$ cat src/inc/rst_irq_pkg.sv
`default_nettype none
package rst_irq_pkg;

  // ----------------------------------------------------------------
  // Bus geometry
  // ----------------------------------------------------------------
  localparam int unsigned ADDR_W = 12;
  localparam int unsigned DATA_W = 32;
  localparam int unsigned REG_W  = 16;

  // ----------------------------------------------------------------
  // Register indices and byte addresses (byte address = 4 * index)
  // ----------------------------------------------------------------
  localparam logic [ADDR_W-1:0] IDX_SOFT_RESET_CONTROL = 12'h126;
  localparam logic [ADDR_W-1:0] IDX_INTERRUPT_ENABLE   = 12'h190;
  localparam logic [ADDR_W-1:0] ADDR_SOFT_RESET_CONTROL = 12'h498;
  localparam logic [ADDR_W-1:0] ADDR_INTERRUPT_ENABLE   = 12'h640;
  localparam logic [ADDR_W-1:0] ADDR_IRQ_STATUS         = 12'h700;
  localparam logic [ADDR_W-1:0] ADDR_IRQ_CLEAR          = 12'h704;

  // ----------------------------------------------------------------
  // Soft reset control fields
  // ----------------------------------------------------------------
  localparam int unsigned GSR_BIT     = 0;
  localparam int unsigned PTP_RST_BIT = 2;
  localparam int unsigned BIST_BIT    = 3;
  localparam logic [REG_W-1:0] SRC_RW_MASK  = 16'h000D;
  localparam logic [REG_W-1:0] SRC_GSR_MASK = 16'h0001;
  localparam logic [REG_W-1:0] SRC_RESET    = 16'h0000;

  // ----------------------------------------------------------------
  // Interrupt enable / status layout
  // ----------------------------------------------------------------
  localparam int unsigned LINK_CHANGE_BIT = 15;
  localparam int unsigned TS_SUM_BIT      = 12;
  localparam int unsigned TRIG_SUM_BIT    = 10;
  localparam int unsigned LINKUP_BIT      = 3;
  localparam int unsigned ENERGY_BIT      = 2;
  localparam logic [REG_W-1:0] IER_RW_MASK  = 16'h800C;
  localparam logic [REG_W-1:0] STATUS_MASK  = 16'h940C;
  localparam logic [REG_W-1:0] IER_RESET    = 16'h0000;
  localparam logic [REG_W-1:0] STATUS_RESET = 16'h0000;

  // ----------------------------------------------------------------
  // Per-unit count and strap width
  // ----------------------------------------------------------------
  localparam int unsigned UNIT_COUNT = 12;
  localparam int unsigned STRAP_W    = 8;

  // ----------------------------------------------------------------
  // Timing: host wait after global soft reset
  // ----------------------------------------------------------------
  localparam int unsigned CLK_HZ           = 25000000;
  localparam int unsigned SOFT_RESET_WAIT_MS = 10;
  localparam int unsigned SOFT_RESET_WAIT_CYC = (CLK_HZ / 1000) * SOFT_RESET_WAIT_MS;

endpackage

`default_nettype wire

$ cat src/logic/soft_reset_and_irq_enable.sv
// Summary of operation
// - Writing one to soft reset bit 3 runs the memory self-test, writing zero stops it.
// - Soft reset bit 2 drives reset to the timestamp, trigger and PTP clock logic.
// - While soft reset bit 0 is set, the enable and status registers return to their defaults and soft reset bits 2 and 3 clear.
// - Strap values latched at power-up are untouched by the global soft reset.
// - The global soft reset bit stays one until software writes it to zero.
// - Enable bit 15 gates the link change interrupt.
// - Enable bit 12 is read-only and shows whether any of the twelve timestamp units has both its enable and its status set.
// - Clearing a timestamp unit enable or its status clears enable bit 12.
// - Enable bit 10 is read-only and shows whether any of the twelve trigger units has both its enable and its status set.
// - Clearing a trigger unit enable or its status clears enable bit 10.
// - Enable bit 3 gates the link-up wake interrupt.
// - Enable bit 2 gates the energy-detect wake interrupt.
// - The interrupt output is high while any status bit and its enable are both set.
// - Link change status is set on any link transition and cleared by writing one.
//
// The implementer's own choice: the APB interface to the registers.
`timescale 1ns/10ps
`default_nettype none

module soft_reset_and_irq_enable #(
  parameter int unsigned UNITS    = rst_irq_pkg::UNIT_COUNT,
  parameter int unsigned STRAP_W  = rst_irq_pkg::STRAP_W
) (
  input  wire logic                           clk,
  input  wire logic                           nrst,
  input  wire logic                           ce,
  input  wire logic                           psel,
  input  wire logic                           penable,
  input  wire logic                           pwrite,
  input  wire logic [rst_irq_pkg::ADDR_W-1:0] paddr,
  input  wire logic [rst_irq_pkg::DATA_W-1:0] pwdata,
  output logic      [rst_irq_pkg::DATA_W-1:0] prdata,
  output logic                                pready,
  output logic                                pslverr,
  input  wire logic [UNITS-1:0]               timestamp_unit_irq_enables,
  input  wire logic [UNITS-1:0]               timestamp_unit_irq_status,
  input  wire logic [UNITS-1:0]               trigger_unit_irq_enables,
  input  wire logic [UNITS-1:0]               trigger_unit_irq_status,
  input  wire logic                           link_up,
  input  wire logic                           linkup_wake_event,
  input  wire logic                           energy_wake_event,
  input  wire logic [STRAP_W-1:0]             strap_in,
  output logic      [STRAP_W-1:0]             strap_value,
  output logic                                global_soft_reset,
  output logic                                ptp_soft_reset,
  output logic                                bist_run,
  output logic                                irq
);

  import rst_irq_pkg::*;

  // ----------------------------------------------------------------
  // Elaboration checks
  // ----------------------------------------------------------------
  // Unit count must fit the 12-bit per-unit fields
  if (UNITS < 1 || UNITS > 12) begin : g_units_check
    $error("UNITS must lie between 1 and 12");
  end
  // Strap width must be non-zero
  if (STRAP_W < 1) begin : g_strap_check
    $error("STRAP_W must be at least 1");
  end

  // ----------------------------------------------------------------
  // Helper functions
  // ----------------------------------------------------------------
  // Place a single flag at a bit position of a register word
  function automatic logic [REG_W-1:0] bit_at(input logic val, input int unsigned pos);
    logic [REG_W-1:0] w;
    w      = '0;
    w[pos] = val;
    return w;
  endfunction

  // Zero-extend a register word onto the bus
  function automatic logic [DATA_W-1:0] to_bus(input logic [REG_W-1:0] w);
    return {{(DATA_W-REG_W){1'b0}}, w};
  endfunction

  // ----------------------------------------------------------------
  // Storage
  // ----------------------------------------------------------------
  logic [REG_W-1:0]   soft_reset_control_r;
  logic [REG_W-1:0]   soft_reset_control_nxt;
  logic [REG_W-1:0]   interrupt_enable_r;
  logic [REG_W-1:0]   interrupt_enable_nxt;
  logic [REG_W-1:0]   irq_status_r;
  logic [REG_W-1:0]   irq_status_nxt;
  logic [DATA_W-1:0]  prdata_r;
  logic [DATA_W-1:0]  prdata_nxt;
  logic               link_up_d_r;
  logic               link_seen_r;
  logic [STRAP_W-1:0] strap_r;
  logic               strap_taken_r;

  // ----------------------------------------------------------------
  // APB decode
  // ----------------------------------------------------------------
  logic access_ph;
  logic sel_src;
  logic sel_ier;
  logic sel_sts;
  logic sel_clr;
  logic mapped;
  logic wr_src;
  logic wr_ier;
  logic wr_clr;
  logic wr_any;
  logic rd_load;
  logic rd_held_r;

  // Phases and address match
  assign access_ph = psel & penable;
  assign sel_src   = (paddr == ADDR_SOFT_RESET_CONTROL);
  assign sel_ier   = (paddr == ADDR_INTERRUPT_ENABLE);
  assign sel_sts   = (paddr == ADDR_IRQ_STATUS);
  assign sel_clr   = (paddr == ADDR_IRQ_CLEAR);
  assign mapped    = sel_src | sel_ier | sel_sts | sel_clr;

  // Write strobes, taken at the access edge only
  assign wr_any = access_ph & pwrite & ce & mapped;
  assign wr_src = wr_any & sel_src;
  assign wr_ier = wr_any & sel_ier;
  assign wr_clr = wr_any & sel_clr;

  // Zero-wait answer once read data is held, stalls while the clock enable is low
  assign rd_load = psel & ~pwrite & ~pready;
  assign pready  = access_ph & ce & (pwrite | rd_held_r);
  assign pslverr = pready & ~mapped;
  assign prdata  = prdata_r;

  // ----------------------------------------------------------------
  // Soft reset control
  // ----------------------------------------------------------------
  logic             gsr_active;
  logic [REG_W-1:0] src_wr_val;
  logic [REG_W-1:0] src_base;
  logic             src_base_gsr;

  assign gsr_active = soft_reset_control_r[GSR_BIT];
  assign src_wr_val = pwdata[REG_W-1:0] & SRC_RW_MASK;
  assign src_base     = wr_src ? src_wr_val : soft_reset_control_r;
  assign src_base_gsr = src_base[GSR_BIT];
  assign soft_reset_control_nxt = src_base_gsr ? (src_base & SRC_GSR_MASK) : src_base;

  // Control outputs come straight from the register
  // self-test run level
  assign bist_run          = soft_reset_control_r[BIST_BIT];
  assign ptp_soft_reset    = soft_reset_control_r[PTP_RST_BIT] | gsr_active;
  assign global_soft_reset = gsr_active;

  // Soft reset control register
  always_ff @(posedge clk) begin
    if (!nrst) begin
      soft_reset_control_r <= SRC_RESET;
    end else if (ce) begin
      soft_reset_control_r <= soft_reset_control_nxt;
    end
  end

  // ----------------------------------------------------------------
  // Summary enables from the per-unit PTP registers
  // ----------------------------------------------------------------
  logic ts_summary;
  logic ts_rise;
  logic trig_summary;
  logic trig_rise;

  summary_or #(
    .WIDTH (UNITS)
  ) u_ts_summary (
    .clk     (clk),
    .nrst    (nrst),
    .ce      (ce),
    .unit_en (timestamp_unit_irq_enables),
    .unit_st (timestamp_unit_irq_status),
    .summary (ts_summary),
    .rise    (ts_rise)
  );

  summary_or #(
    .WIDTH (UNITS)
  ) u_trig_summary (
    .clk     (clk),
    .nrst    (nrst),
    .ce      (ce),
    .unit_en (trigger_unit_irq_enables),
    .unit_st (trigger_unit_irq_status),
    .summary (trig_summary),
    .rise    (trig_rise)
  );

  // ----------------------------------------------------------------
  // Interrupt enable
  // ----------------------------------------------------------------
  logic [REG_W-1:0] ier_view;
  logic [REG_W-1:0] ier_wr_val;

  // summary bits never stored from writes
  assign ier_wr_val = pwdata[REG_W-1:0] & IER_RW_MASK;
  assign interrupt_enable_nxt = gsr_active ? IER_RESET :
                                wr_ier     ? ier_wr_val : interrupt_enable_r;
  assign ier_view = interrupt_enable_r
                  | bit_at(ts_summary, TS_SUM_BIT)
                  | bit_at(trig_summary, TRIG_SUM_BIT);

  // Interrupt enable register
  always_ff @(posedge clk) begin
    if (!nrst) begin
      interrupt_enable_r <= IER_RESET;
    end else if (ce) begin
      interrupt_enable_r <= interrupt_enable_nxt;
    end
  end

  // ----------------------------------------------------------------
  // Event detection and sticky status
  // ----------------------------------------------------------------
  logic             link_change;
  logic [REG_W-1:0] events;
  logic [REG_W-1:0] clr_mask;

  // any link transition after first sample
  assign link_change = link_seen_r & (link_up ^ link_up_d_r);
  // Event vector in status layout
  assign events = bit_at(link_change, LINK_CHANGE_BIT)
                | bit_at(ts_rise, TS_SUM_BIT)
                | bit_at(trig_rise, TRIG_SUM_BIT)
                | bit_at(linkup_wake_event, LINKUP_BIT)
                | bit_at(energy_wake_event, ENERGY_BIT);
  assign clr_mask = wr_clr ? (pwdata[REG_W-1:0] & STATUS_MASK) : '0;
  // Set wins over a clear in the same cycle
  assign irq_status_nxt = gsr_active ? STATUS_RESET : ((irq_status_r & ~clr_mask) | events);

  // Link level history
  always_ff @(posedge clk) begin
    if (!nrst) begin
      link_up_d_r <= 1'b0;
      link_seen_r <= 1'b0;
    end else if (ce) begin
      link_up_d_r <= link_up;
      link_seen_r <= 1'b1;
    end
  end

  // Sticky status register
  always_ff @(posedge clk) begin
    if (!nrst) begin
      irq_status_r <= STATUS_RESET;
    end else if (ce) begin
      irq_status_r <= irq_status_nxt;
    end
  end

  // ----------------------------------------------------------------
  // Interrupt output
  // ----------------------------------------------------------------
  // every status bit gated by its enable
  assign irq = |(irq_status_r & ier_view & STATUS_MASK);

  // ----------------------------------------------------------------
  // Strap capture
  // ----------------------------------------------------------------
  assign strap_value = strap_r;

  // captured once after reset, soft reset ignored
  always_ff @(posedge clk) begin
    if (!nrst) begin
      strap_r       <= '0;
      strap_taken_r <= 1'b0;
    end else if (ce && !strap_taken_r) begin
      strap_r       <= strap_in;
      strap_taken_r <= 1'b1;
    end
  end

  // ----------------------------------------------------------------
  // Read data
  // ----------------------------------------------------------------
  // Read mux, clear register reads zero
  assign prdata_nxt = sel_src ? to_bus(soft_reset_control_r) :
                      sel_ier ? to_bus(ier_view) :
                      sel_sts ? to_bus(irq_status_r) : '0;

  // Loaded at the first enabled edge of a read, stable until pready
  always_ff @(posedge clk) begin
    if (!nrst) begin
      prdata_r <= '0;
    end else if (ce && rd_load) begin
      prdata_r <= prdata_nxt;
    end
  end

  // Marks read data as loaded, so a read set up under a low enable still waits
  always_ff @(posedge clk) begin
    if (!nrst) begin
      rd_held_r <= 1'b0;
    end else if (ce) begin
      rd_held_r <= rd_load;
    end
  end

endmodule

`default_nettype wire

$ cat src/logic/summary_or.sv
`timescale 1ns/10ps
`default_nettype none

module summary_or #(
  parameter int unsigned WIDTH = 12
) (
  input  wire logic             clk,
  input  wire logic             nrst,
  input  wire logic             ce,
  input  wire logic [WIDTH-1:0] unit_en,
  input  wire logic [WIDTH-1:0] unit_st,
  output logic                  summary,
  output logic                  rise
);

  logic prev_r;
  logic pend;

  // ----------------------------------------------------------------
  // Summary and its rising edge
  // ----------------------------------------------------------------
  // Enabled unit with pending status
  assign pend    = |(unit_en & unit_st);
  assign summary = pend;
  assign rise    = pend & ~prev_r;

  // Previous summary value
  always_ff @(posedge clk) begin
    if (!nrst) begin
      prev_r <= 1'b0;
    end else if (ce) begin
      prev_r <= pend;
    end
  end

endmodule

`default_nettype wire

$ cat config.mk
export PLATFORM = sky130hd
export DESIGN_NAME = soft_reset_and_irq_enable
export DESIGN_NICKNAME = d
export VERILOG_FILES = /design/src/inc/rst_irq_pkg.sv /design/src/logic/soft_reset_and_irq_enable.sv /design/src/logic/summary_or.sv
export SDC_FILE = /design/constraint.sdc
export NUM_CORES = 1
export LEC_CHECK = 0
export BUFFER_PORTS_ARGS = -buffer_cell sky130_fd_sc_hd__buf_2
export CAP_MARGIN = 25
export CORE_UTILIZATION = 35
export DETAILED_ROUTE_END_ITERATION = 10
export GPL_TIMING_DRIVEN = 1
export MAX_ROUTING_LAYER = met4
export PLACE_DENSITY = 0.85
export SYNTH_ARGS = -nofsm -noshare
export SYNTH_HDL_FRONTEND = slang
export SYNTH_SLANG_ARGS = --single-unit
export TNS_END_PERCENT = 10
$ cat constraint.sdc
create_clock -name clk -period 1.4 [get_ports clk]
set_clock_uncertainty 0.15 [all_clocks]
set_input_delay 0 -clock clk [delete_from_list [all_inputs] [get_ports clk]]
set_output_delay 0 -clock clk [all_outputs]
set_load 0.05 [all_outputs]
==> summary.txt <==
Outcome
  • Status: finished with violations
  • Failing checks: setup timing

GRT
  • Number of global-route vias before repair: 1849
  • GR Overflow Total: 0
  • Pin count of the biggest net entering global routing: 17
  • First-pass GRT wire length: 7.866 mm
  • Initial antenna violation count: 0
  • All-layer global routing usage: about a fifth

Pwr
  • Power Dens Cells: 890.4 nW/um^2
  • Sw Ratio: approximately 29%
  • Internal power: between 0.0015 and 0.002 W
  • Seq pwr share: 40.6%
  • Combinational share of power: a little under a quarter
  • Clock share of power: 35.4%
  • Max VDD drop: 597.8 uV
  • Sw Pwr: 0.0006960 W
  • Cell leakage power: 1.331 nW

Worst setup path
  • CP Capture Type: output port
  • Max FO, Critical Path: 2
  • CP arrival: between 1 and 1.5 ns
  • CP Launch Type: flop
  • Reg2reg path depth: 4
  • Crit-path cells: a222oi_1 > o221ai_1 > buf_4
  • Worst Path Buf+Inv: 1
  • Delay-heaviest family, CP: compound AO/OA/AOI/OAI gates
  • CP max stage cell: a222oi_1
  • CP Depth: 3
  • Critical path's largest stage delay: around 0.33 ns
  • Crit path kind: reg -> out
  • Worst Path Required: 1.25 ns

Route
  • Uppermost routed layer: met4
  • DRT Pass-1 Iters: 4
  • DRC: 0
  • ANT nets after route: 0
  • Via count: 1996
  • Met2 WL: approximately 2.6 mm
  • Vias/cell: 4.928
  • WL/cell: between 10 and 15 um
  • Final WL: 4.983 mm
  • Metal3 WL: 393 um
  • Met1 Wirelength: 1.902 mm
  • Initial drt markers: 107

Clocking
  • CTS HTree Levels: 2
  • Clk slew on worst S/H paths: 0.06 ns
  • Maximum clock path buffer count: 2
  • Worst-skew pair later-pin latency: 0.28 ns
  • CTS tree: yes
  • Number of buffers created by CTS: 5
  • Clk sink count: 32
  • Root Driver: clkbuf_8

Logic synthesis
  • Top cell type's share of synthesized area: about a third
  • Post-synth top area cell: dfxtp_1
  • Synth Instances: 206
  • Average size of a mapped cell: 8.813 sq um
  • Synth warn: 0
  • Count of cell types in the netlist: 45
  • Ys async rst share: 0%
  • Netlist Area Pre-Place: 1815 sq um
  • Number of synthesized flops with an enable pin: 0
  • Most frequent cell after synthesis: dfxtp_1
  • Largest cells by area after synthesis: dfxtp_1 35%, buf_4 11%, mux2i_1 5.0%, nor2b_1 4.5%, nand2_1 3.9%
  • Top cell types by occurrence after synthesis: 32 x dfxtp_1, 26 x buf_4, 19 x nand2_1
  • Yosys reg bits: 32
  • Post-synthesis sequential area ratio: 35.29%
  • Synth Flop Type: dfxtp_1

Finish
  • Non-filler cells, final: just over 400
  • Multi-input logic area: 1017 sq um
  • Final core utilization: 55.97%
  • Area delta synth->final: 49.48%
  • Register area: between 600 and 700 sq um
  • Antenna Cells: 0
  • Share of cells above drive strength 1: 42.90%
  • Fill count: 438
  • Fin nets: 446

Floorplanning
  • Die Ht: 74.02 um
  • Chip width: 74.02 um
  • I/O Pins: between 150 and 200
  • Die footprint: between 5000 and 6000 sq um
  • Starting Density: a little under two fifths
  • Std-Cell Rows: 25
  • CORE AREA: ~4800 sq um

Timing
  • Fmax: 0.6568 GHz
  • Final slew viol count: 0
  • Tmin final: approximately 1.5 ns
  • Final setup TNS: -0.1623 ns
  • Tcrit/Tclk final: 108.8%
  • Final WS setup: -0.1225 ns
  • Final setup vio count: 2
  • Fin. Hold Viols: 0
  • RSZ-0062 raised after global routing: true
  • Hold slack: 0.002067 ns

Placement
  • Post-place setup slack: -0.2952 ns
  • Dpl cells: 378
  • GPL Wtd Cong: 0.8107
  • Final HPWL DP: 3.812 mm
  • Port Buf Inserts: 112

Hold path
  • Worst Hold Depth: 4
  • Worst hold path type: in -> reg

Flow run
  • Number of max-cap violations: 0
[layout make-up]
| type | instances | share of cell area, % |
|---|---|---|
| clock buffers | 6 | 2.674 |
| clock inverters | 2 | 1.291 |
| inverters | 6 | 0.8299 |
| multi-input cells | 151 | 37.48 |
| flip-flops and latches | 32 | 23.74 |
| well taps | 67 | 3.089 |
| repair buffers | 141 | 30.89 |
[registers in the layout (all words and copies together) (netlist names)]
signal                 count
prdata                     7
link_seen_r                1
u_trig_summary.prev_r      1
interrupt_enable_r         3
irq_status_r               5
rd_held_r                  1
strap_taken_r              1
strap_value                8
u_ts_summary.prev_r        1
soft_reset_control_r       3
link_up_d_r                1
[kinds of logic (layout without fill, tap and decap cells)]
kind of cell / after synthesis / count (layout) / synth area share, %
compound gates: 54 / 54 / 22.95
xor+xnor: 1 / 1 / 0.4825
buf+inv: 38 / 155 / 13.30
flops: 32 / 32 / 35.29
mux: 9 / 9 / 4.962
other cells: 1 / 16 / 0.2066
simple gates: 71 / 71 / 22.81
[tightest hold or removal path: stages]
cell and delay, ns:
buf_2 0.09, nand2_1 0.06, o22ai_1 0.12, o21a_1 0.13
[per-layer routing]
| layer | vias up | track usage [%] |
|---|---|---|
| li1 | 975 | - |
| met1 | 899 | 20.02 |
| met2 | 116 | 36.87 |
| met3 | 6 | 3.523 |
| met4 | 0 | 8.333 |
| met5 | - | - |
[path summary, 6_finish.rpt]
kind / startpoint / endpoint / slack (ns)
max: irq_status_r[15] / irq / -0.12
min: energy_wake_event / irq_status_r[2] / 0.002
max reg2reg: rd_held_r / prdata[12] / 0.11
min reg2reg: link_seen_r / link_seen_r / 0.31
[timing repair]
item / 4_1_cts / 5_1_grt
gates resized for setup: 9 / 2
setup endpoints to repair: 2 / 13
gates cloned: 0 / 0
hold buffers: 17 / 0
pin swaps: 4 / 1
endpoints found under the hold margin: 26 / 0
setup buffers: 2 / 0
[stage by stage]
| stage | area, sq um | total power [W] |
|---|---|---|
| final | 2714 | 0.002416 |
| after global routing | 2714 | 0.002524 |
| after CTS | 2708 | 0.002439 |
| after detailed placement | 2394 | 0.001531 |
| after global placement | 2394 | 0.001522 |
| after floorplan | 1893 | 0.001367 |
[power groups by stage]
stage | sequential (W) | combinational (W) | clock, W
floorplan | 0.00106 | 0.000305 | 0
global placement | 0.000999 | 0.000523 | 0
detailed placement | 0.00100 | 0.000531 | 0
CTS | 0.000980 | 0.000579 | 0.000881
global route | 0.000986 | 0.000625 | 0.000913
finish | 0.000981 | 0.000579 | 0.000855
[layout by cell type (no fill, tap or decap), types with 3 or more instances in the layout]
cell type	netlist	layout
conb_1	1	16
o21a_1	5	5
buf_4	26	13
nor2_1	6	6
dlygate4sd3_1	0	17
dfxtp_1	32	29
nand2b_1	3	3
a211oi_1	3	3
a221oi_1	6	6
buf_2	1	108
o22ai_1	3	3
o211a_1	4	4
a22oi_1	3	3
nor2b_1	13	13
nand2_1	19	19
a22o_1	8	8
clkbuf_8	0	5
nand3_1	10	10
inv_1	6	6
dfxtp_2	0	3
and3_1	4	4
o21ai_0	7	7
mux2i_1	9	9
No activity file was read; power rests on OpenSTA's default activity.
